--- src/rtl/cdc_setup_pkg.sv ---
// Constants shared by the channel setup register block of the capacitance converter.
// Assumes a single 20 MHz clock domain and an 8-bit register pointer space.
`default_nettype none

package cdc_setup_pkg;

	// Register pointers
	localparam logic [7:0] CAP_SETUP_ADDR = 8'h07;
	localparam logic [7:0] VOLT_TEMP_CHANNEL_SETUP_ADDR = 8'h08;
	localparam logic [7:0] EXCITATION_SETUP_ADDR = 8'h09;

	// Reset values
	localparam logic [7:0] CAP_SETUP_RESET = 8'h00;
	localparam logic [7:0] VOLT_TEMP_CHANNEL_SETUP_RESET = 8'h00;
	localparam logic [7:0] EXCITATION_SETUP_RESET = 8'h03;
	// Read answer for a pointer that holds no register
	localparam logic [7:0] UNMAPPED_READ = 8'h00;

	// Capacitive setup fields
	localparam int CAP_EN_BIT = 7;
	localparam int CAP_DIFF_BIT = 5;

	// Voltage/temperature setup fields
	localparam int VT_EN_BIT = 7;
	localparam int VT_SEL_HI_BIT = 6;
	localparam int VT_SEL_LO_BIT = 5;
	localparam int VT_REF_BIT = 4;
	localparam int VT_SHORT_BIT = 1;
	localparam int VT_CHOP_BIT = 0;

	// Excitation setup fields
	localparam int EXC_DAC_BIT = 3;
	localparam int EXC_EN_BIT = 2;
	localparam int EXC_LVL_HI_BIT = 1;
	localparam int EXC_LVL_LO_BIT = 0;

	// Voltage/temperature input choices
	typedef enum logic [1:0] {
		VT_IN_INT_TEMP = 2'b00,
		VT_IN_EXT_DIODE = 2'b01,
		VT_IN_SUPPLY_MON = 2'b10,
		VT_IN_EXT_VOLT = 2'b11
	} vt_input_t;

	// Excitation swing choices
	typedef enum logic [1:0] {
		EXC_SWING_EIGHTH = 2'b00,
		EXC_SWING_QUARTER = 2'b01,
		EXC_SWING_3_EIGHTHS = 2'b10,
		EXC_SWING_HALF = 2'b11
	} exc_level_t;

	// One-hot input path of the voltage/temperature channel
	localparam int VT_PATH_W = 5;
	localparam logic [4:0] PATH_INT_TEMP = 5'h01;
	localparam logic [4:0] PATH_EXT_DIODE = 5'h02;
	localparam logic [4:0] PATH_SUPPLY_MON = 5'h04;
	localparam logic [4:0] PATH_EXT_VOLT = 5'h08;
	localparam logic [4:0] PATH_SHORT = 5'h10;

	// Input path from select and short; short overrides any selection
	function automatic logic [4:0] vt_path(input vt_input_t sel, input logic short_in);
		logic [4:0] path;
		path = PATH_INT_TEMP;
		if (short_in) begin
			path = PATH_SHORT;
		end else begin
			unique case (sel)
				VT_IN_INT_TEMP: path = PATH_INT_TEMP;
				VT_IN_EXT_DIODE: path = PATH_EXT_DIODE;
				VT_IN_SUPPLY_MON: path = PATH_SUPPLY_MON;
				VT_IN_EXT_VOLT: path = PATH_EXT_VOLT;
			endcase
		end
		return path;
	endfunction

	// Inputs that only run against the internal reference
	function automatic logic needs_internal_ref(input vt_input_t sel);
		return (sel == VT_IN_INT_TEMP) || (sel == VT_IN_SUPPLY_MON);
	endfunction

endpackage

`default_nettype wire

--- src/rtl/ready_combiner.sv ---
// Combined conversion-ready term from the two per-channel ready flags.
// Assumes flags and enables come from the same clock; purely combinational.
`default_nettype none

module ready_combiner (
	input wire logic cap_enable_i,
	input wire logic vt_enable_i,
	input wire logic cap_ready_i,
	input wire logic vt_ready_i,
	output logic combined_o
);

	// A disabled channel does not hold the combined term back
	always_comb begin
		combined_o = (cap_enable_i || vt_enable_i)
			&& (cap_ready_i || !cap_enable_i)
			&& (vt_ready_i || !vt_enable_i);
	end

endmodule // ready_combiner

`default_nettype wire

--- src/rtl/cdc_channel_setup_regs.sv ---
// Channel setup registers of the capacitance converter and their control outputs.
// Assumes the serial interface logic delivers register accesses on this clock.
// Operation
// - Capacitive setup resets zero; top bit enables channel
// - Voltage/temperature setup resets zero; top bit enables
// - Bits 6:5 pick voltage/temperature channel input
// - Bit 4 picks reference; internal for internal inputs, a mismatch is only flagged
// - Bit 1 shorts voltage/temperature input for test
// - Bit 0 enables voltage/temperature chopping
// - Excitation setup resets to level all ones
// - Bit 3 enables offset DAC excitation
// - Bit 2 enables input and shield excitation
// - Bits 1:0 select excitation swing
// - Combined ready waits for all enabled channels
`default_nettype none

module cdc_channel_setup_regs (
	input wire logic clock_i,
	input wire logic rst_b_i,
	input wire logic ce_i,
	input wire logic [7:0] reg_addr_i,
	input wire logic reg_wr_i,
	input wire logic [7:0] reg_wdata_i,
	input wire logic reg_rd_i,
	input wire logic cap_conv_done_i,
	input wire logic vt_conv_done_i,
	input wire logic cap_data_read_i,
	input wire logic vt_data_read_i,
	output logic [7:0] reg_rdata_o,
	output logic cap_channel_enable_o,
	output logic cap_differential_bit_o,
	output logic vt_channel_enable_o,
	output cdc_setup_pkg::vt_input_t vt_input_sel_o,
	output logic [cdc_setup_pkg::VT_PATH_W-1:0] vt_path_o,
	output logic reference_source_sel_o,
	output logic reference_conflict_o,
	output logic vt_input_short_o,
	output logic vt_chopping_enable_o,
	output logic offset_dac_excitation_enable_o,
	output logic input_shield_excitation_enable_o,
	output cdc_setup_pkg::exc_level_t excitation_level_o,
	output logic cap_ready_o,
	output logic vt_ready_o,
	output logic conversion_ready_o
);
	import cdc_setup_pkg::*;

	logic [7:0] cap_setup; // Capacitive channel setup
	logic [7:0] volt_temp_channel_setup; // Voltage/temperature channel setup
	logic [7:0] excitation_setup; // Excitation setup
	logic [7:0] next_cap_setup;
	logic [7:0] next_volt_temp_channel_setup;
	logic [7:0] next_excitation_setup;
	logic [7:0] next_rdata;
	logic [4:0] next_path;
	logic next_conflict;
	logic cap_ready; // Capacitive result waiting
	logic vt_ready; // Voltage/temperature result waiting
	logic next_cap_ready;
	logic next_vt_ready;
	logic combined; // Combined ready before its register
	logic next_combined;
	vt_input_t vt_sel; // Selected input from the setup bits

	assign vt_sel = vt_input_t'(volt_temp_channel_setup[VT_SEL_HI_BIT:VT_SEL_LO_BIT]);

	// Register writes; reserved bits are stored as written so software reads back its value
	always_comb begin
		next_cap_setup = cap_setup;
		next_volt_temp_channel_setup = volt_temp_channel_setup;
		next_excitation_setup = excitation_setup;
		next_rdata = reg_rdata_o;
		if (reg_wr_i) begin
			unique case (reg_addr_i)
				CAP_SETUP_ADDR: next_cap_setup = reg_wdata_i;
				VOLT_TEMP_CHANNEL_SETUP_ADDR: next_volt_temp_channel_setup = reg_wdata_i;
				EXCITATION_SETUP_ADDR: next_excitation_setup = reg_wdata_i;
				default: ;
			endcase
		end
		// Read answer registered one cycle after the strobe
		if (reg_rd_i) begin
			unique case (reg_addr_i)
				CAP_SETUP_ADDR: next_rdata = cap_setup;
				VOLT_TEMP_CHANNEL_SETUP_ADDR: next_rdata = volt_temp_channel_setup;
				EXCITATION_SETUP_ADDR: next_rdata = excitation_setup;
				default: next_rdata = UNMAPPED_READ;
			endcase
		end
	end

	// Register file storage, frozen while the clock enable is low
	always_ff @(posedge clock_i) begin
		if (!rst_b_i) begin
			cap_setup <= CAP_SETUP_RESET;
			volt_temp_channel_setup <= VOLT_TEMP_CHANNEL_SETUP_RESET;
			excitation_setup <= EXCITATION_SETUP_RESET;
			reg_rdata_o <= UNMAPPED_READ;
		end else if (ce_i) begin
			cap_setup <= next_cap_setup;
			volt_temp_channel_setup <= next_volt_temp_channel_setup;
			excitation_setup <= next_excitation_setup;
			reg_rdata_o <= next_rdata;
		end
	end

	// Control outputs taken straight from the setup flops
	assign cap_channel_enable_o = cap_setup[CAP_EN_BIT];
	assign cap_differential_bit_o = cap_setup[CAP_DIFF_BIT];
	assign vt_channel_enable_o = volt_temp_channel_setup[VT_EN_BIT];
	assign vt_input_sel_o = vt_sel;
	assign reference_source_sel_o = volt_temp_channel_setup[VT_REF_BIT];
	assign vt_input_short_o = volt_temp_channel_setup[VT_SHORT_BIT];
	assign vt_chopping_enable_o = volt_temp_channel_setup[VT_CHOP_BIT];
	assign offset_dac_excitation_enable_o = excitation_setup[EXC_DAC_BIT];
	assign input_shield_excitation_enable_o = excitation_setup[EXC_EN_BIT];
	assign excitation_level_o = exc_level_t'(excitation_setup[EXC_LVL_HI_BIT:EXC_LVL_LO_BIT]);

	// Input path and reference check; the path lags the setup by one cycle
	always_comb begin
		next_path = vt_path(vt_sel, volt_temp_channel_setup[VT_SHORT_BIT]);
		// The device follows the bit; a bad combination is only flagged, not overridden
		next_conflict = volt_temp_channel_setup[VT_REF_BIT] && needs_internal_ref(vt_sel);
	end

	// Path and conflict registers
	always_ff @(posedge clock_i) begin
		if (!rst_b_i) begin
			vt_path_o <= PATH_INT_TEMP;
			reference_conflict_o <= 1'b0;
		end else if (ce_i) begin
			vt_path_o <= next_path;
			reference_conflict_o <= next_conflict;
		end
	end

	// Per-channel ready flags; a finish in the same cycle as a read wins over the clear
	always_comb begin
		next_cap_ready = cap_ready;
		next_vt_ready = vt_ready;
		if (cap_data_read_i) begin
			next_cap_ready = 1'b0;
		end
		if (vt_data_read_i) begin
			next_vt_ready = 1'b0;
		end
		// A disabled channel produces no results
		if (cap_conv_done_i && cap_setup[CAP_EN_BIT]) begin
			next_cap_ready = 1'b1;
		end
		if (vt_conv_done_i && volt_temp_channel_setup[VT_EN_BIT]) begin
			next_vt_ready = 1'b1;
		end
		next_combined = combined;
	end

	ready_combiner u_ready_combiner (
		.cap_enable_i(cap_setup[CAP_EN_BIT]),
		.vt_enable_i(volt_temp_channel_setup[VT_EN_BIT]),
		.cap_ready_i(cap_ready),
		.vt_ready_i(vt_ready),
		.combined_o(combined)
	);

	// Ready flag registers
	always_ff @(posedge clock_i) begin
		if (!rst_b_i) begin
			cap_ready <= 1'b0;
			vt_ready <= 1'b0;
			conversion_ready_o <= 1'b0;
		end else if (ce_i) begin
			cap_ready <= next_cap_ready;
			vt_ready <= next_vt_ready;
			conversion_ready_o <= next_combined;
		end
	end

	assign cap_ready_o = cap_ready;
	assign vt_ready_o = vt_ready;

	// Helper terms that only the checks read
	logic wr_cap;
	logic wr_vt;
	logic wr_exc;
	logic both_en;
	logic cap_only;
	logic [1:0] wdata_lvl;
	assign wr_cap = ce_i && reg_wr_i && (reg_addr_i == CAP_SETUP_ADDR);
	assign wr_vt = ce_i && reg_wr_i && (reg_addr_i == VOLT_TEMP_CHANNEL_SETUP_ADDR);
	assign wr_exc = ce_i && reg_wr_i && (reg_addr_i == EXCITATION_SETUP_ADDR);
	assign both_en = cap_setup[CAP_EN_BIT] && volt_temp_channel_setup[VT_EN_BIT];
	assign cap_only = cap_setup[CAP_EN_BIT] && !volt_temp_channel_setup[VT_EN_BIT];
	assign wdata_lvl = reg_wdata_i[EXC_LVL_HI_BIT:EXC_LVL_LO_BIT];

	cap_reset_a: assert property (@(posedge clock_i) !rst_b_i |=> cap_setup == CAP_SETUP_RESET
		&& !cap_channel_enable_o) else $error("capacitive setup not cleared by reset");
	cap_enable_a: assert property (@(posedge clock_i) disable iff (!rst_b_i)
		wr_cap |=> cap_channel_enable_o == $past(reg_wdata_i[CAP_EN_BIT]))
		else $error("capacitive enable does not follow write");
	vt_reset_a: assert property (@(posedge clock_i) !rst_b_i |=> volt_temp_channel_setup == VOLT_TEMP_CHANNEL_SETUP_RESET
		&& !vt_channel_enable_o) else $error("voltage setup not cleared by reset");
	vt_path_a: assert property (@(posedge clock_i) disable iff (!rst_b_i)
		ce_i && !vt_input_short_o |=> $onehot(vt_path_o) && vt_path_o[$past(vt_sel)])
		else $error("input path does not match selection");
	ref_conflict_a: assert property (@(posedge clock_i) disable iff (!rst_b_i)
		ce_i && reference_source_sel_o && (vt_sel == VT_IN_SUPPLY_MON) |=> reference_conflict_o)
		else $error("reference conflict not flagged");
	vt_short_a: assert property (@(posedge clock_i) disable iff (!rst_b_i)
		ce_i && vt_input_short_o |=> vt_path_o == PATH_SHORT)
		else $error("short does not override input path");
	vt_chop_a: assert property (@(posedge clock_i) disable iff (!rst_b_i)
		wr_vt |=> vt_chopping_enable_o == $past(reg_wdata_i[VT_CHOP_BIT]))
		else $error("chopping enable does not follow write");
	exc_reset_a: assert property (@(posedge clock_i) !rst_b_i |=> excitation_level_o == EXC_SWING_HALF
		&& !offset_dac_excitation_enable_o && !input_shield_excitation_enable_o)
		else $error("excitation setup reset wrong");
	exc_dac_a: assert property (@(posedge clock_i) disable iff (!rst_b_i)
		wr_exc |=> offset_dac_excitation_enable_o == $past(reg_wdata_i[EXC_DAC_BIT]))
		else $error("offset DAC excitation does not follow write");
	exc_shield_a: assert property (@(posedge clock_i) disable iff (!rst_b_i)
		wr_exc |=> input_shield_excitation_enable_o == $past(reg_wdata_i[EXC_EN_BIT]))
		else $error("input excitation does not follow write");
	exc_level_a: assert property (@(posedge clock_i) disable iff (!rst_b_i)
		wr_exc |=> excitation_level_o == $past(wdata_lvl))
		else $error("excitation level does not follow write");
	both_ready_a: assert property (@(posedge clock_i) disable iff (!rst_b_i)
		$past(rst_b_i) && $past(ce_i) && $past(both_en) && !$past(vt_ready) |-> !conversion_ready_o)
		else $error("combined ready before both channels");
	single_ready_a: assert property (@(posedge clock_i) disable iff (!rst_b_i)
		$past(rst_b_i) && $past(ce_i) && $past(cap_only) |-> conversion_ready_o == $past(cap_ready))
		else $error("combined ready does not track capacitive flag");

endmodule // cdc_channel_setup_regs

`default_nettype wire

--- config.mk ---
export PLATFORM = sky130hd
export DESIGN_NAME = cdc_channel_setup_regs
export DESIGN_NICKNAME = d
export VERILOG_FILES = /design/src/rtl/cdc_setup_pkg.sv /design/src/rtl/ready_combiner.sv /design/src/rtl/cdc_channel_setup_regs.sv
export SDC_FILE = /design/constraint.sdc
export NUM_CORES = 1
export LEC_CHECK = 0
export ABC_AREA = 1
export ABC_CLOCK_PERIOD_IN_PS = 1100
export BUFFER_PORTS_ARGS = -buffer_cell sky130_fd_sc_hd__buf_2
export CELL_PAD_IN_SITES_DETAIL_PLACEMENT = 0
export CELL_PAD_IN_SITES_GLOBAL_PLACEMENT = 1
export CORE_UTILIZATION = 36
export DETAILED_ROUTE_END_ITERATION = 10
export PLACE_DENSITY = 0.82
export SLEW_MARGIN = 20
export SYNTH_ARGS = -nofsm -noshare
export SYNTH_HDL_FRONTEND = slang
export SYNTH_SLANG_ARGS = --single-unit
--- constraint.sdc ---
create_clock -name clock_i -period 1.1 [get_ports clock_i]
set_input_delay 0.11 -clock clock_i [delete_from_list [all_inputs] [get_ports clock_i]]
set_output_delay 0.11 -clock clock_i [all_outputs]
set_load 0.02 [all_outputs]
==> tab_implementation.tex, run 1 <==
\begin{tabular}{lr}
\hline
Metric & Value \\
\hline
\multicolumn{2}{l}{\textbf{Outcome}} \\
\quad Outcome & complete, no violations \\
\multicolumn{2}{l}{\textbf{Setup path}} \\
\quad Cells along the critical path & buf\_2 \\
\quad Highest cell delay on the worst timing path & 0.42 ns \\
\quad Path type of the worst setup path & flop to output pin \\
\quad Kind of start point of the critical path & flop \\
\quad Type of element capturing the critical path & output pin \\
\quad Required arrival time at the worst endpoint & 0.99 ns \\
\quad Start of the worst register-to-register path & volt\_temp\_channel\_setup[1] \\
\quad Library cell contributing the largest single delay on the critical path & sky130\_fd\_sc\_hd\_\_dfxtp\_1 \\
\quad Worst Path Buf+Inv & 1 \\
\quad Register-to-register path setup slack & 0.16 ns \\
\quad Reg-to-reg critical path endpoint & vt\_path\_o[2] \\
\quad Number of cell instances on the worst register-to-register path & 3 \\
\quad Max Fanout on Critical Path & 5 \\
\quad Family with the most delay on the worst path & flip-flops \\
\quad Signal arrival time at the worst endpoint & 0.92 ns \\
\multicolumn{2}{l}{\textbf{Synth}} \\
\quad Number of standard cells after synthesis & 243 \\
\quad Cell type with the largest total area after synthesis & sky130\_fd\_sc\_hd\_\_dfxtp\_1 \\
\quad Sequential element share of the synthesized area & 43.7\% \\
\quad Yosys warning count & 0 \\
\quad Average footprint of a synthesized cell & 7.73 µm² \\
\quad Synth Flop Type & sky130\_fd\_sc\_hd\_\_dfxtp\_1 \\
\quad Area of the mapped netlist & 1880 µm² \\
\quad Most frequent cells after synthesis & sky130\_fd\_sc\_hd\_\_nand2\_1 (47), sky130\_fd\_sc\_hd\_\_dfxtp\_1 (41), sky130\_fd\_sc\_hd\_\_nand3\_1 (40) \\
\quad Post-synthesis cell type count & 21 \\
\quad Number of synthesized register bits & 41 \\
\quad Most repeated cell in the gate-level netlist after synthesis & sky130\_fd\_sc\_hd\_\_nand2\_1 \\
\quad Cell types with the largest area share after synthesis & sky130\_fd\_sc\_hd\_\_dfxtp\_1 (44\%), sky130\_fd\_sc\_hd\_\_nand3\_1 (11\%), sky130\_fd\_sc\_hd\_\_nand2\_1 (9.4\%), sky130\_fd\_sc\_hd\_\_a21oi\_1 (6.7\%), sky130\_fd\_sc\_hd\_\_inv\_1 (4.2\%) \\
\quad Number of enable-type register cells in the synthesized netlist & 0 \\
\quad Async set-or-reset flop fraction in the synthesized netlist & 0\% \\
\quad Synthesized netlist net count & 268 \\
\quad Portion of synthesized cell area occupied by the leading cell type & 43.7\% \\
\multicolumn{2}{l}{\textbf{Global route}} \\
\quad Via count of the first global-routing pass & 1622 \\
\quad Maximum number of pins on one net before global-route repair & 22 \\
\quad First-pass GRT wire length & 7530 µm \\
\quad Aggregate global-route resource usage & 18.2\% \\
\quad Sum of overflow across all layers after global routing & 0 \\
\quad Initial antenna violation count & 0 \\
\multicolumn{2}{l}{\textbf{Flow run}} \\
\quad Maxcap violations & 0 \\
\multicolumn{2}{l}{\textbf{CTS}} \\
\quad Maximum number of buffers from clock root to sink & 2 \\
\quad Skew-Pair Late Insertion Delay & 0.29 ns \\
\quad PostCTS Resize Cnt & 0 \\
\quad Clock buffers created by TritonCTS & 5 \\
\quad Setup repair bufs after CTS & 0 \\
\quad Reg clk slew, reported paths & 0.07 ns \\
\quad CTS tree & built \\
\quad Sinks on Clock Net & 41 \\
\quad Clock root buffer & sky130\_fd\_sc\_hd\_\_clkbuf\_8 \\
\quad CTS H-tree lvls & 2 \\
\quad Total of hold buffers inserted after clock tree synthesis & 0 \\
\multicolumn{2}{l}{\textbf{Power}} \\
\quad Internal Dissipation & 0.00208 W \\
\quad Psw & 0.000637 W \\
\quad Power density over the cells & 1140 nW/µm² \\
\quad Sw Ratio & 23.4\% \\
\quad Worst IR drop on VDD & 569 µV \\
\quad Proportion of power drawn by combinational gates & 9.0\% \\
\quad Leakage power & 1.08 nW \\
\quad Share of total power in the clock network & 36.0\% \\
\quad Share of power burned in registers & 55.0\% \\
\multicolumn{2}{l}{\textbf{Place}} \\
\quad Total of buffers placed on input and output ports & 53 \\
\quad Half-perimeter wire length after detailed placement & 3340 µm \\
\quad Final weighted congestion in routability-driven placement & 0.801 \\
\multicolumn{2}{l}{\textbf{Floorplan}} \\
\quad X dimension of the die & 74.2 µm \\
\quad Rows & 25 \\
\quad Vertical die dimension & 74.2 µm \\
\quad Initial standard-cell utilization of the core & 38.5\% \\
\quad Area of the die & 5510 µm² \\
\quad Number of top-level design ports & 54 \\
\quad Placeable Area & 4880 µm² \\
\multicolumn{2}{l}{\textbf{Worst hold path}} \\
\quad Hold Path Origin & reg\_wdata\_i[0] \\
\quad Number of cells traversed by the worst hold path & 3 \\
\quad Hold WC Path Type & primary input to flop \\
\quad Hold worst-path end & excitation\_setup[0] \\
\multicolumn{2}{l}{\textbf{Detailed routing}} \\
\quad Starting DRT DRC Count & 109 \\
\quad Count of antenna-violating nets left after detailed routing & 0 \\
\quad Via density per instance & 4.67 \\
\quad Detailed-routing iteration count for the pre-antenna-repair pass & 6 \\
\quad Sum of routed wire length over all layers & 4550 µm \\
\quad Post-route DRC & 0 \\
\quad Wire length per cell after detailed routing & 12.1 µm \\
\quad Count of vias placed by the detailed router & 1756 \\
\multicolumn{2}{l}{\textbf{Cells and area}} \\
\quad \# nets final & 334 \\
\quad Signed area change from the synthesized netlist to the final layout & 26.6\% \\
\quad Share of final-layout standard cells stronger than drive strength 1 & 32.4\% \\
\quad Count of inserted antenna diode cells & 0 \\
\quad Final design utilization & 48.7\% \\
\multicolumn{2}{l}{\textbf{Timing}} \\
\quad Normalized max-slew margin & 81.4\% \\
\quad RSZ-0062 raised after global routing & no \\
\quad Maximum operating frequency & 975 MHz \\
\quad Final critical delay including setup and external delays & 1.03 ns \\
\quad Total setup violations reported at the end of the flow & 0 \\
\quad Pin slew with the least headroom to its limit & 0.278 ns \\
\quad Portion of the clock cycle consumed by the worst path in the final layout & 93.2\% \\
\quad Final Hold Vio Count & 0 \\
\quad Final number of max-transition violations & 0 \\
\quad Smallest hold slack & 0.0509 ns \\
\quad Final worst clock skew & 0.00375 ns \\
\hline
\end{tabular}
==> layout make-up <==
cell class                      instances  area [µm²]
Clock buffer                            7        86.3
Fill cell                             534        2500
Inverter                               25        95.1
Multi-Input combinational cell        164         871
Sequential cell                        41         821
Tap cell                               67        83.8
Timing Repair Buffer                   72         420
==> per-layer routing <==
| metal | track usage (%) | vias to the layer above | part of all wire, % |
|---|---|---|---|
| li1 | - | 927 | - |
| met1 | 25.3 | 765 | 48 |
| met2 | 27.4 | 54 | 45 |
| met3 | 4.20 | 10 | 4.8 |
| met4 | 7.13 | 0 | 1.6 |
| met5 | 0 | - | 0 |
==> worst min-delay path, delay by kind of cell <==
kind | cells | cell delay (ns)
simple gates | 2 | 0.10
buf+inv | 1 | 0.10
==> cells by family (layout without fill, tap and decap cells) <==
family / after synthesis / after routing / share of synthesized area (%)
AOI/OAI and AO/OA: 54 / 54 / 16.0
buffers and inverters: 38 / 104 / 9.93
DFF: 41 / 41 / 43.7
and+or+nand+nor: 110 / 110 / 30.4
==> placed cells by master (no fill, tap or decap), drive strengths merged <==
cell	n
inv	24
nand3	43
clkbuf	7
nand2	50
nor2	17
clkinv	1
o21ai	21
buf	72
a21oi	33
dfxtp	41
==> flip-flops by register name (all words and copies together), names as in the netlist <==
signal                   count
cap_ready_o                  1
cap_setup                    8
conversion_ready_o           1
excitation_setup             8
reference_conflict_o         1
reg_rdata_o                  8
volt_temp_channel_setup      8
vt_path_o                    5
vt_ready_o                   1
==> power by group through the flow <==
stage                     combinational, W  clock [W]  sequential (W)
after global routing              0.000272    0.00105         0.00150
after CTS                         0.000246    0.00100         0.00150
after detailed placement          0.000245          0         0.00153
final                             0.000245   0.000981         0.00150
after global placement            0.000245          0         0.00153
after floorplan                   0.000123          0         0.00154
==> worst max path at each step <==
stage	from	cells past startpoint	endpoint	slack, ns
CTS	volt_temp_channel_setup[5]	1	vt_input_sel_o[0]	0.06
finish	volt_temp_channel_setup[5]	1	vt_input_sel_o[0]	0.07
floorplan	reg_addr_i[1]	7	volt_temp_channel_setup[6]	0.15
global placement	reg_addr_i[4]	7	cap_setup[5]	-0.07
detailed placement	reg_addr_i[4]	7	cap_setup[5]	-0.03
global route	volt_temp_channel_setup[5]	1	vt_input_sel_o[0]	0.005
==> stage by stage <==
stage                     setup WS (ns)  cells  setup TNS (ns)  power [W]  area [µm²]
after floorplan                   0.149    243               0    0.00166        1880
after global placement          -0.0722    369          -0.264    0.00177        2290
after detailed placement        -0.0331    369          -0.424    0.00177        2290
after CTS                        0.0556    376               0    0.00274        2380
after global routing            0.00519    376               0    0.00282        2380
final                            0.0747    376               0    0.00272        2380
(Power assumes the default switching activity.)
==> run 2, diff against run 1 <==
- ABC_AREA: 1 -> unset
- CORE_UTILIZATION: 36 -> 39
- PLACE_DENSITY: 0.82 -> 0.83
==> tab_implementation.tex, run 2 <==
\begin{tabular}{lr}
\hline
Metric & Value \\
\hline
\multicolumn{2}{l}{\textbf{Timing}} \\
\quad Final Hold Vio Count & 0 \\
\quad RSZ-0062 raised after global routing & yes \\
\quad Normalized max-slew margin & 80.4\% \\
\quad Portion of the clock cycle consumed by the worst path in the final layout & 109\% \\
\quad Pin slew with the least headroom to its limit & 0.294 ns \\
\quad Maximum operating frequency & 831 MHz \\
\quad Worst path setup slack after routing & -0.103 ns \\
\quad Aggregate negative setup slack & -1.82 ns \\
\quad Final worst clock skew & 0.00595 ns \\
\quad Total setup violations reported at the end of the flow & 24 \\
\quad Final number of max-transition violations & 0 \\
\quad Final critical delay including setup and external delays & 1.20 ns \\
\multicolumn{2}{l}{\textbf{Power}} \\
\quad Leakage power & 0.993 nW \\
\quad Worst IR drop on VDD & 685 µV \\
\quad Power density over the cells & 1080 nW/µm² \\
\multicolumn{2}{l}{\textbf{CTS}} \\
\quad Reg clk slew, reported paths & 0.08 ns \\
\quad Maximum number of buffers from clock root to sink & 2 \\
\quad Skew-Pair Late Insertion Delay & 0.30 ns \\
\quad Sinks on Clock Net & 41 \\
\quad CTS tree & built \\
\quad Clock buffers created by TritonCTS & 5 \\
\quad CTS H-tree lvls & 2 \\
\quad Clock root buffer & sky130\_fd\_sc\_hd\_\_clkbuf\_8 \\
\multicolumn{2}{l}{\textbf{Cells and area}} \\
\quad \# nets final & 295 \\
\quad FF/Latch Area & 827 µm² \\
\quad Final-layout fill cell count & 475 \\
\quad Signed area change from the synthesized netlist to the final layout & 27.6\% \\
\quad Count of inserted antenna diode cells & 0 \\
\quad Commonest cells after routing, fill and taps aside & sky130\_fd\_sc\_hd\_\_buf\_2 (52), sky130\_fd\_sc\_hd\_\_nand2\_1 (44), sky130\_fd\_sc\_hd\_\_dfxtp\_1 (38) \\
\quad Multi-input gate area in the final layout & 1050 µm² \\
\quad Most common cell after layout, fill and taps aside & sky130\_fd\_sc\_hd\_\_buf\_2 \\
\quad Share of final-layout standard cells stronger than drive strength 1 & 33.9\% \\
\multicolumn{2}{l}{\textbf{Synth}} \\
\quad Synth Flop Type & sky130\_fd\_sc\_hd\_\_dfxtp\_1 \\
\quad Number of standard cells after synthesis & 208 \\
\quad Average footprint of a synthesized cell & 9.49 µm² \\
\quad Synthesized netlist net count & 233 \\
\quad Portion of synthesized cell area occupied by the leading cell type & 41.6\% \\
\quad Async set-or-reset flop fraction in the synthesized netlist & 0\% \\
\quad Most repeated cell in the gate-level netlist after synthesis & sky130\_fd\_sc\_hd\_\_nand2\_1 \\
\quad Sequential element share of the synthesized area & 41.6\% \\
\quad Cell types with the largest area share after synthesis & sky130\_fd\_sc\_hd\_\_dfxtp\_1 (42\%), sky130\_fd\_sc\_hd\_\_mux2i\_1 (13\%), sky130\_fd\_sc\_hd\_\_nand2\_1 (8.4\%), sky130\_fd\_sc\_hd\_\_a22oi\_1 (6.1\%), sky130\_fd\_sc\_hd\_\_nor4bb\_1 (4.6\%) \\
\quad Cell type with the largest total area after synthesis & sky130\_fd\_sc\_hd\_\_dfxtp\_1 \\
\quad Yosys warning count & 0 \\
\quad Area of the mapped netlist & 1970 µm² \\
\quad Most frequent cells after synthesis & sky130\_fd\_sc\_hd\_\_nand2\_1 (44), sky130\_fd\_sc\_hd\_\_dfxtp\_1 (41), sky130\_fd\_sc\_hd\_\_mux2i\_1 (25) \\
\quad Number of enable-type register cells in the synthesized netlist & 0 \\
\quad Number of synthesized register bits & 41 \\
\quad Post-synthesis cell type count & 31 \\
\multicolumn{2}{l}{\textbf{Setup path}} \\
\quad Required arrival time at the worst endpoint & 1.33 ns \\
\quad Path type of the worst setup path & primary input to flop \\
\quad Max Fanout on Critical Path & 8 \\
\quad Type of element capturing the critical path & flop \\
\quad Signal arrival time at the worst endpoint & 1.43 ns \\
\quad Kind of start point of the critical path & primary input \\
\multicolumn{2}{l}{\textbf{Flow run}} \\
\quad Maxcap violations & 0 \\
\multicolumn{2}{l}{\textbf{Global route}} \\
\quad Maximum number of pins on one net before global-route repair & 23 \\
\quad Sum of overflow across all layers after global routing & 0 \\
\quad Aggregate global-route resource usage & 18.5\% \\
\quad Initial antenna violation count & 0 \\
\quad First-pass GRT wire length & 7390 µm \\
\quad Via count of the first global-routing pass & 1526 \\
\multicolumn{2}{l}{\textbf{Floorplan}} \\
\quad Rows & 25 \\
\quad Placeable Area & 4790 µm² \\
\quad Area of the die & 5350 µm² \\
\quad Initial standard-cell utilization of the core & 41.2\% \\
\quad X dimension of the die & 73.1 µm \\
\quad Vertical die dimension & 73.1 µm \\
\quad Number of top-level design ports & 54 \\
\multicolumn{2}{l}{\textbf{Detailed routing}} \\
\quad Wire length per cell after detailed routing & 13.5 µm \\
\quad Starting DRT DRC Count & 87 \\
\quad Post-route DRC & 0 \\
\quad Count of vias placed by the detailed router & 1707 \\
\quad Count of antenna-violating nets left after detailed routing & 0 \\
\quad Sum of routed wire length over all layers & 4580 µm \\
\quad Detailed-routing iteration count for the pre-antenna-repair pass & 4 \\
\quad Via density per instance & 5.05 \\
\multicolumn{2}{l}{\textbf{Place}} \\
\quad Total of buffers placed on input and output ports & 53 \\
\quad Half-perimeter wire length after detailed placement & 3400 µm \\
\quad Placement-stage worst setup slack & -0.431 ns \\
\quad Final weighted congestion in routability-driven placement & 0.787 \\
\multicolumn{2}{l}{\textbf{Outcome}} \\
\quad Outcome & finished with violations \\
\quad Violated checks & setup timing \\
\multicolumn{2}{l}{\textbf{Worst hold path}} \\
\quad Hold WC Path Type & primary input to flop \\
\hline
\end{tabular}
## run 2: cell count changes after synthesis, moves of 9 or more
cell / before / now
sky130_fd_sc_hd__a21oi_1: 25 / 0
sky130_fd_sc_hd__inv_1: 21 / 3
sky130_fd_sc_hd__nor2_1: 13 / 0
sky130_fd_sc_hd__a22oi_1: 0 / 16
sky130_fd_sc_hd__nand3_1: 40 / 1
sky130_fd_sc_hd__nor4bb_1: 0 / 9
sky130_fd_sc_hd__o21ai_0: 12 / 1
sky130_fd_sc_hd__mux2i_1: 0 / 25
## run 2: final timing paths
path / startpoint / endpoint / slack (ns) / cells after the start
worst max-delay path: reg_addr_i[5] / excitation_setup[5] / -0.10 / 5
worst min-delay path: reg_wdata_i[1] / excitation_setup[1] / 0.08 / 3
worst max register to register: excitation_setup[2] / reg_rdata_o[2] / 0.14 / 3
worst min register to register: excitation_setup[7] / excitation_setup[7] / 0.46 / 2
## run 2: area by class of cell
class / count / area share [%]
repair buffers: 74 / 18.2
well taps: 67 / 3.33
clock buffers: 5 / 2.73
inverters: 3 / 0.447
clock inverters: 3 / 0.845
flip-flops and latches: 41 / 32.8
multi-input cells: 145 / 41.6
## run 2: repair_timing
action | CTS | global route
gates resized for setup | 4 | 2
setup buffers | 0 | 0
endpoints found under the setup margin | 34 | 31
pin swaps | 1 | 0
hold buffers | 0 | 0
## run 2: metrics by stage
step,total power (W),hold slack [ns],utilization (%),instances,instance area [µm²]
5_1_grt,0.00285,0.0852,52.6,338,2520
6_report,0.00273,0.0811,52.6,338,2520
3_5_place_dp,0.00175,0.392,50.4,330,2410
4_1_cts,0.00276,0.0761,52.5,338,2510
2_1_floorplan,0.00164,0.274,-,208,1980
3_3_place_gp,0.00175,0.379,50.4,330,2410
## run 2: logic make-up (layout without fill, tap and decap cells)
kind of cell	count (synthesis)	after routing	synth area share, %
DFF	41	41	41.6
muxes	25	25	12.7
buffers and inverters	22	85	5.45
AOI/OAI and AO/OA	36	36	12.8
and+or+nand+nor	84	84	27.5
## run 2: worst max-delay path, cell delays in order
cell and delay, ns:
sky130_fd_sc_hd__buf_6 0.09, sky130_fd_sc_hd__or4_4 0.59, sky130_fd_sc_hd__nor4_4 0.28, sky130_fd_sc_hd__buf_12 0.18, sky130_fd_sc_hd__mux2i_1 0.18
## run 2: power breakdown
part	switching (W)	internal [W]	leakage, nW
clock	0.000564	0.000450	0.0445
combinational	0.000131	0.000105	0.616
sequential	0.000000510	0.00148	0.332
total	0.000696	0.00204	0.993
## run 2: routing by layer
layer | up-vias | share of wire (%) | routed length, µm | global-route usage, %
li1 | 872 | - | - | -
met1 | 795 | 51 | 2340 | 25.6
met2 | 36 | 44 | 2020 | 27.6
met3 | 4 | 3.4 | 157 | 4.83
met4 | 0 | 1.3 | 59 | 6.54
met5 | - | 0 | 0 | 0
==> run 3, diff against run 2 <==
- ABC_CLOCK_PERIOD_IN_PS: 1100 -> 1250
- clock period: 1.1 -> 1.25 ns (I/O delays scaled with it)
==> tab_implementation.tex, run 3 (same netlist as run 2, synthesis figures left out) <==
\begin{tabular}{lr}
\hline
Metric & Value \\
\hline
\multicolumn{2}{l}{\textbf{Detailed routing}} \\
\quad Sum of routed wire length over all layers & 4480 µm \\
\quad Count of antenna-violating nets left after detailed routing & 0 \\
\quad Count of vias placed by the detailed router & 1668 \\
\quad Detailed-routing iteration count for the pre-antenna-repair pass & 4 \\
\quad Via density per instance & 5.01 \\
\quad Post-route DRC & 0 \\
\quad Starting DRT DRC Count & 94 \\
\quad Wire length per cell after detailed routing & 13.4 µm \\
\multicolumn{2}{l}{\textbf{CTS}} \\
\quad Maximum number of buffers from clock root to sink & 2 \\
\quad Reg clk slew, reported paths & 0.08 ns \\
\quad Clock root buffer & sky130\_fd\_sc\_hd\_\_clkbuf\_8 \\
\quad Clock buffers created by TritonCTS & 5 \\
\quad Setup repair bufs after CTS & 0 \\
\quad CTS tree & built \\
\quad Sinks on Clock Net & 41 \\
\quad CTS H-tree lvls & 2 \\
\quad Skew-Pair Late Insertion Delay & 0.30 ns \\
\multicolumn{2}{l}{\textbf{Timing}} \\
\quad Final number of max-transition violations & 0 \\
\quad RSZ-0062 raised after global routing & yes \\
\quad Pin slew with the least headroom to its limit & 0.273 ns \\
\quad Maximum operating frequency & 804 MHz \\
\quad Aggregate negative setup slack & 0 ns \\
\quad Worst path setup slack after routing & 0.00676 ns \\
\quad Total setup violations reported at the end of the flow & 0 \\
\quad Normalized max-slew margin & 81.7\% \\
\quad Final Hold Vio Count & 0 \\
\quad Portion of the clock cycle consumed by the worst path in the final layout & 99.5\% \\
\quad Final critical delay including setup and external delays & 1.24 ns \\
\quad Final worst clock skew & 0.00856 ns \\
\multicolumn{2}{l}{\textbf{Cells and area}} \\
\quad Signed area change from the synthesized netlist to the final layout & 25.3\% \\
\quad Final design utilization & 51.7\% \\
\quad Commonest cells after routing, fill and taps aside & sky130\_fd\_sc\_hd\_\_buf\_2 (52), sky130\_fd\_sc\_hd\_\_nand2\_1 (44), sky130\_fd\_sc\_hd\_\_dfxtp\_1 (41) \\
\quad Count of inserted antenna diode cells & 0 \\
\quad Total non-filler cell area in the finished layout & 2470 µm² \\
\quad Post-layout instance count excluding filler cells & 333 \\
\quad Share of final-layout standard cells stronger than drive strength 1 & 32.0\% \\
\quad Most common cell after layout, fill and taps aside & sky130\_fd\_sc\_hd\_\_buf\_2 \\
\quad \# nets final & 290 \\
\multicolumn{2}{l}{\textbf{Global route}} \\
\quad Global-route layer with the greatest usage & met1 \\
\quad Maximum number of pins on one net before global-route repair & 26 \\
\quad First-pass GRT wire length & 7490 µm \\
\quad Met1 Resource Use GR & 26.8\% \\
\quad Sum of overflow across all layers after global routing & 0 \\
\quad Met3 Usage GRT & 4.83\% \\
\quad Met2 Track Usage GR & 26.0\% \\
\quad Aggregate global-route resource usage & 18.3\% \\
\quad Initial antenna violation count & 0 \\
\quad Via count of the first global-routing pass & 1531 \\
\multicolumn{2}{l}{\textbf{Setup path}} \\
\quad Reg-to-reg critical path endpoint & vt\_path\_o[1] \\
\quad Start of the worst register-to-register path & volt\_temp\_channel\_setup[5] \\
\quad Type of element capturing the critical path & flop \\
\quad Kind of start point of the critical path & primary input \\
\quad Path type of the worst setup path & primary input to flop \\
\quad Required arrival time at the worst endpoint & 1.48 ns \\
\quad Signal arrival time at the worst endpoint & 1.47 ns \\
\quad Number of cell instances on the worst register-to-register path & 3 \\
\quad Max Fanout on Critical Path & 8 \\
\quad Register-to-register path setup slack & 0.30 ns \\
\multicolumn{2}{l}{\textbf{Floorplan}} \\
\quad X dimension of the die & 73.1 µm \\
\quad Initial standard-cell utilization of the core & 41.2\% \\
\quad Area of the die & 5350 µm² \\
\quad Rows & 25 \\
\quad Vertical die dimension & 73.1 µm \\
\quad Placeable Area & 4790 µm² \\
\quad Number of top-level design ports & 54 \\
\multicolumn{2}{l}{\textbf{Power}} \\
\quad Share of power burned in registers & 55.3\% \\
\quad Power density over the cells & 956 nW/µm² \\
\quad Psw & 0.000586 W \\
\quad Share of total power in the clock network & 36.3\% \\
\quad Proportion of power drawn by combinational gates & 8.5\% \\
\quad Internal Dissipation & 0.00178 W \\
\quad Leakage power & 0.966 nW \\
\quad Worst IR drop on VDD & 538 µV \\
\quad Sw Ratio & 24.8\% \\
\multicolumn{2}{l}{\textbf{Outcome}} \\
\quad Outcome & complete, no violations \\
\multicolumn{2}{l}{\textbf{Place}} \\
\quad Count of placed standard cells including taps & 325 \\
\quad Final weighted congestion in routability-driven placement & 0.716 \\
\quad Placement-stage worst setup slack & -0.309 ns \\
\quad Half-perimeter wire length after detailed placement & 3270 µm \\
\quad Placed instance area & 2370 µm² \\
\quad Total of buffers placed on input and output ports & 53 \\
\multicolumn{2}{l}{\textbf{Worst hold path}} \\
\quad Number of cells traversed by the worst hold path & 3 \\
\quad Hold WC Path Type & primary input to flop \\
\quad Hold worst-path end & excitation\_setup[1] \\
\quad Hold Path Origin & reg\_wdata\_i[1] \\
\multicolumn{2}{l}{\textbf{Flow run}} \\
\quad Maxcap violations & 0 \\
\hline
\end{tabular}
## run 3: cell types whose count changed in the layout (fill, tap and decap cells not counted)
cell                       change
sky130_fd_sc_hd__dfxtp_1       +3
sky130_fd_sc_hd__dfxtp_4       -1
sky130_fd_sc_hd__buf_4         -5
sky130_fd_sc_hd__a211o_1       -1
sky130_fd_sc_hd__clkinv_2      +1
sky130_fd_sc_hd__inv_6         -1
sky130_fd_sc_hd__a211o_2       +1
sky130_fd_sc_hd__dfxtp_2       -2
## run 3: cell type report
type	count	area, µm²
clock buffers	5	68.8
clock inverters	3	17.5
fillers	481	2310
inverters	3	11.3
multi-input cells	145	1050
flip-flops and latches	41	821
well taps	67	83.8
repair buffers	69	420
## run 3: power by group through the flow
stage | sequential [W] | combinational (W) | clock [W]
2_1_floorplan | 0.00134 | 0.000109 | 0
3_3_place_gp | 0.00134 | 0.000198 | 0
3_5_place_dp | 0.00134 | 0.000198 | 0
4_1_cts | 0.00131 | 0.000198 | 0.000878
5_1_grt | 0.00131 | 0.000218 | 0.000935
6_report | 0.00131 | 0.000200 | 0.000857
## run 3: worst max-delay path by stage
stage                     slack, ns                    endpoint  cells after the start          start
after floorplan               -0.34         excitation_setup[0]                      4  reg_addr_i[5]
after detailed placement      -0.31  volt_temp_channel_setup[1]                      5  reg_addr_i[5]
final                         0.007  volt_temp_channel_setup[1]                      5  reg_addr_i[5]
after global placement        -0.26  volt_temp_channel_setup[7]                      5  reg_addr_i[5]
after CTS                      0.01  volt_temp_channel_setup[1]                      5  reg_addr_i[5]
after global routing          -0.06  volt_temp_channel_setup[4]                      5  reg_addr_i[5]
## run 3: repair_timing
item,4_1_cts,5_1_grt
setup endpoints to repair,0,23
resized for setup,0,3
hold buffers,0,0
## run 3: routing by layer
layer	vias up	share of wire [%]
li1	858	-
met1	763	51
met3	6	4.7
met5	-	0
met4	0	1.4
met2	41	42
## run 3: through the flow
| stage | hold slack, ns | total power [W] |
|---|---|---|
| CTS | 0.100 | 0.00238 |
| global placement | 0.395 | 0.00153 |
| detailed placement | 0.408 | 0.00153 |
| floorplan | 0.289 | 0.00145 |
| finish | 0.106 | 0.00236 |
| global route | 0.107 | 0.00246 |
## run 3: critical path: stages
cell and delay, ns:
sky130_fd_sc_hd__buf_6 0.09, sky130_fd_sc_hd__or4_4 0.59, sky130_fd_sc_hd__nor4_4 0.28, sky130_fd_sc_hd__buf_6 0.19, sky130_fd_sc_hd__mux2i_1 0.19
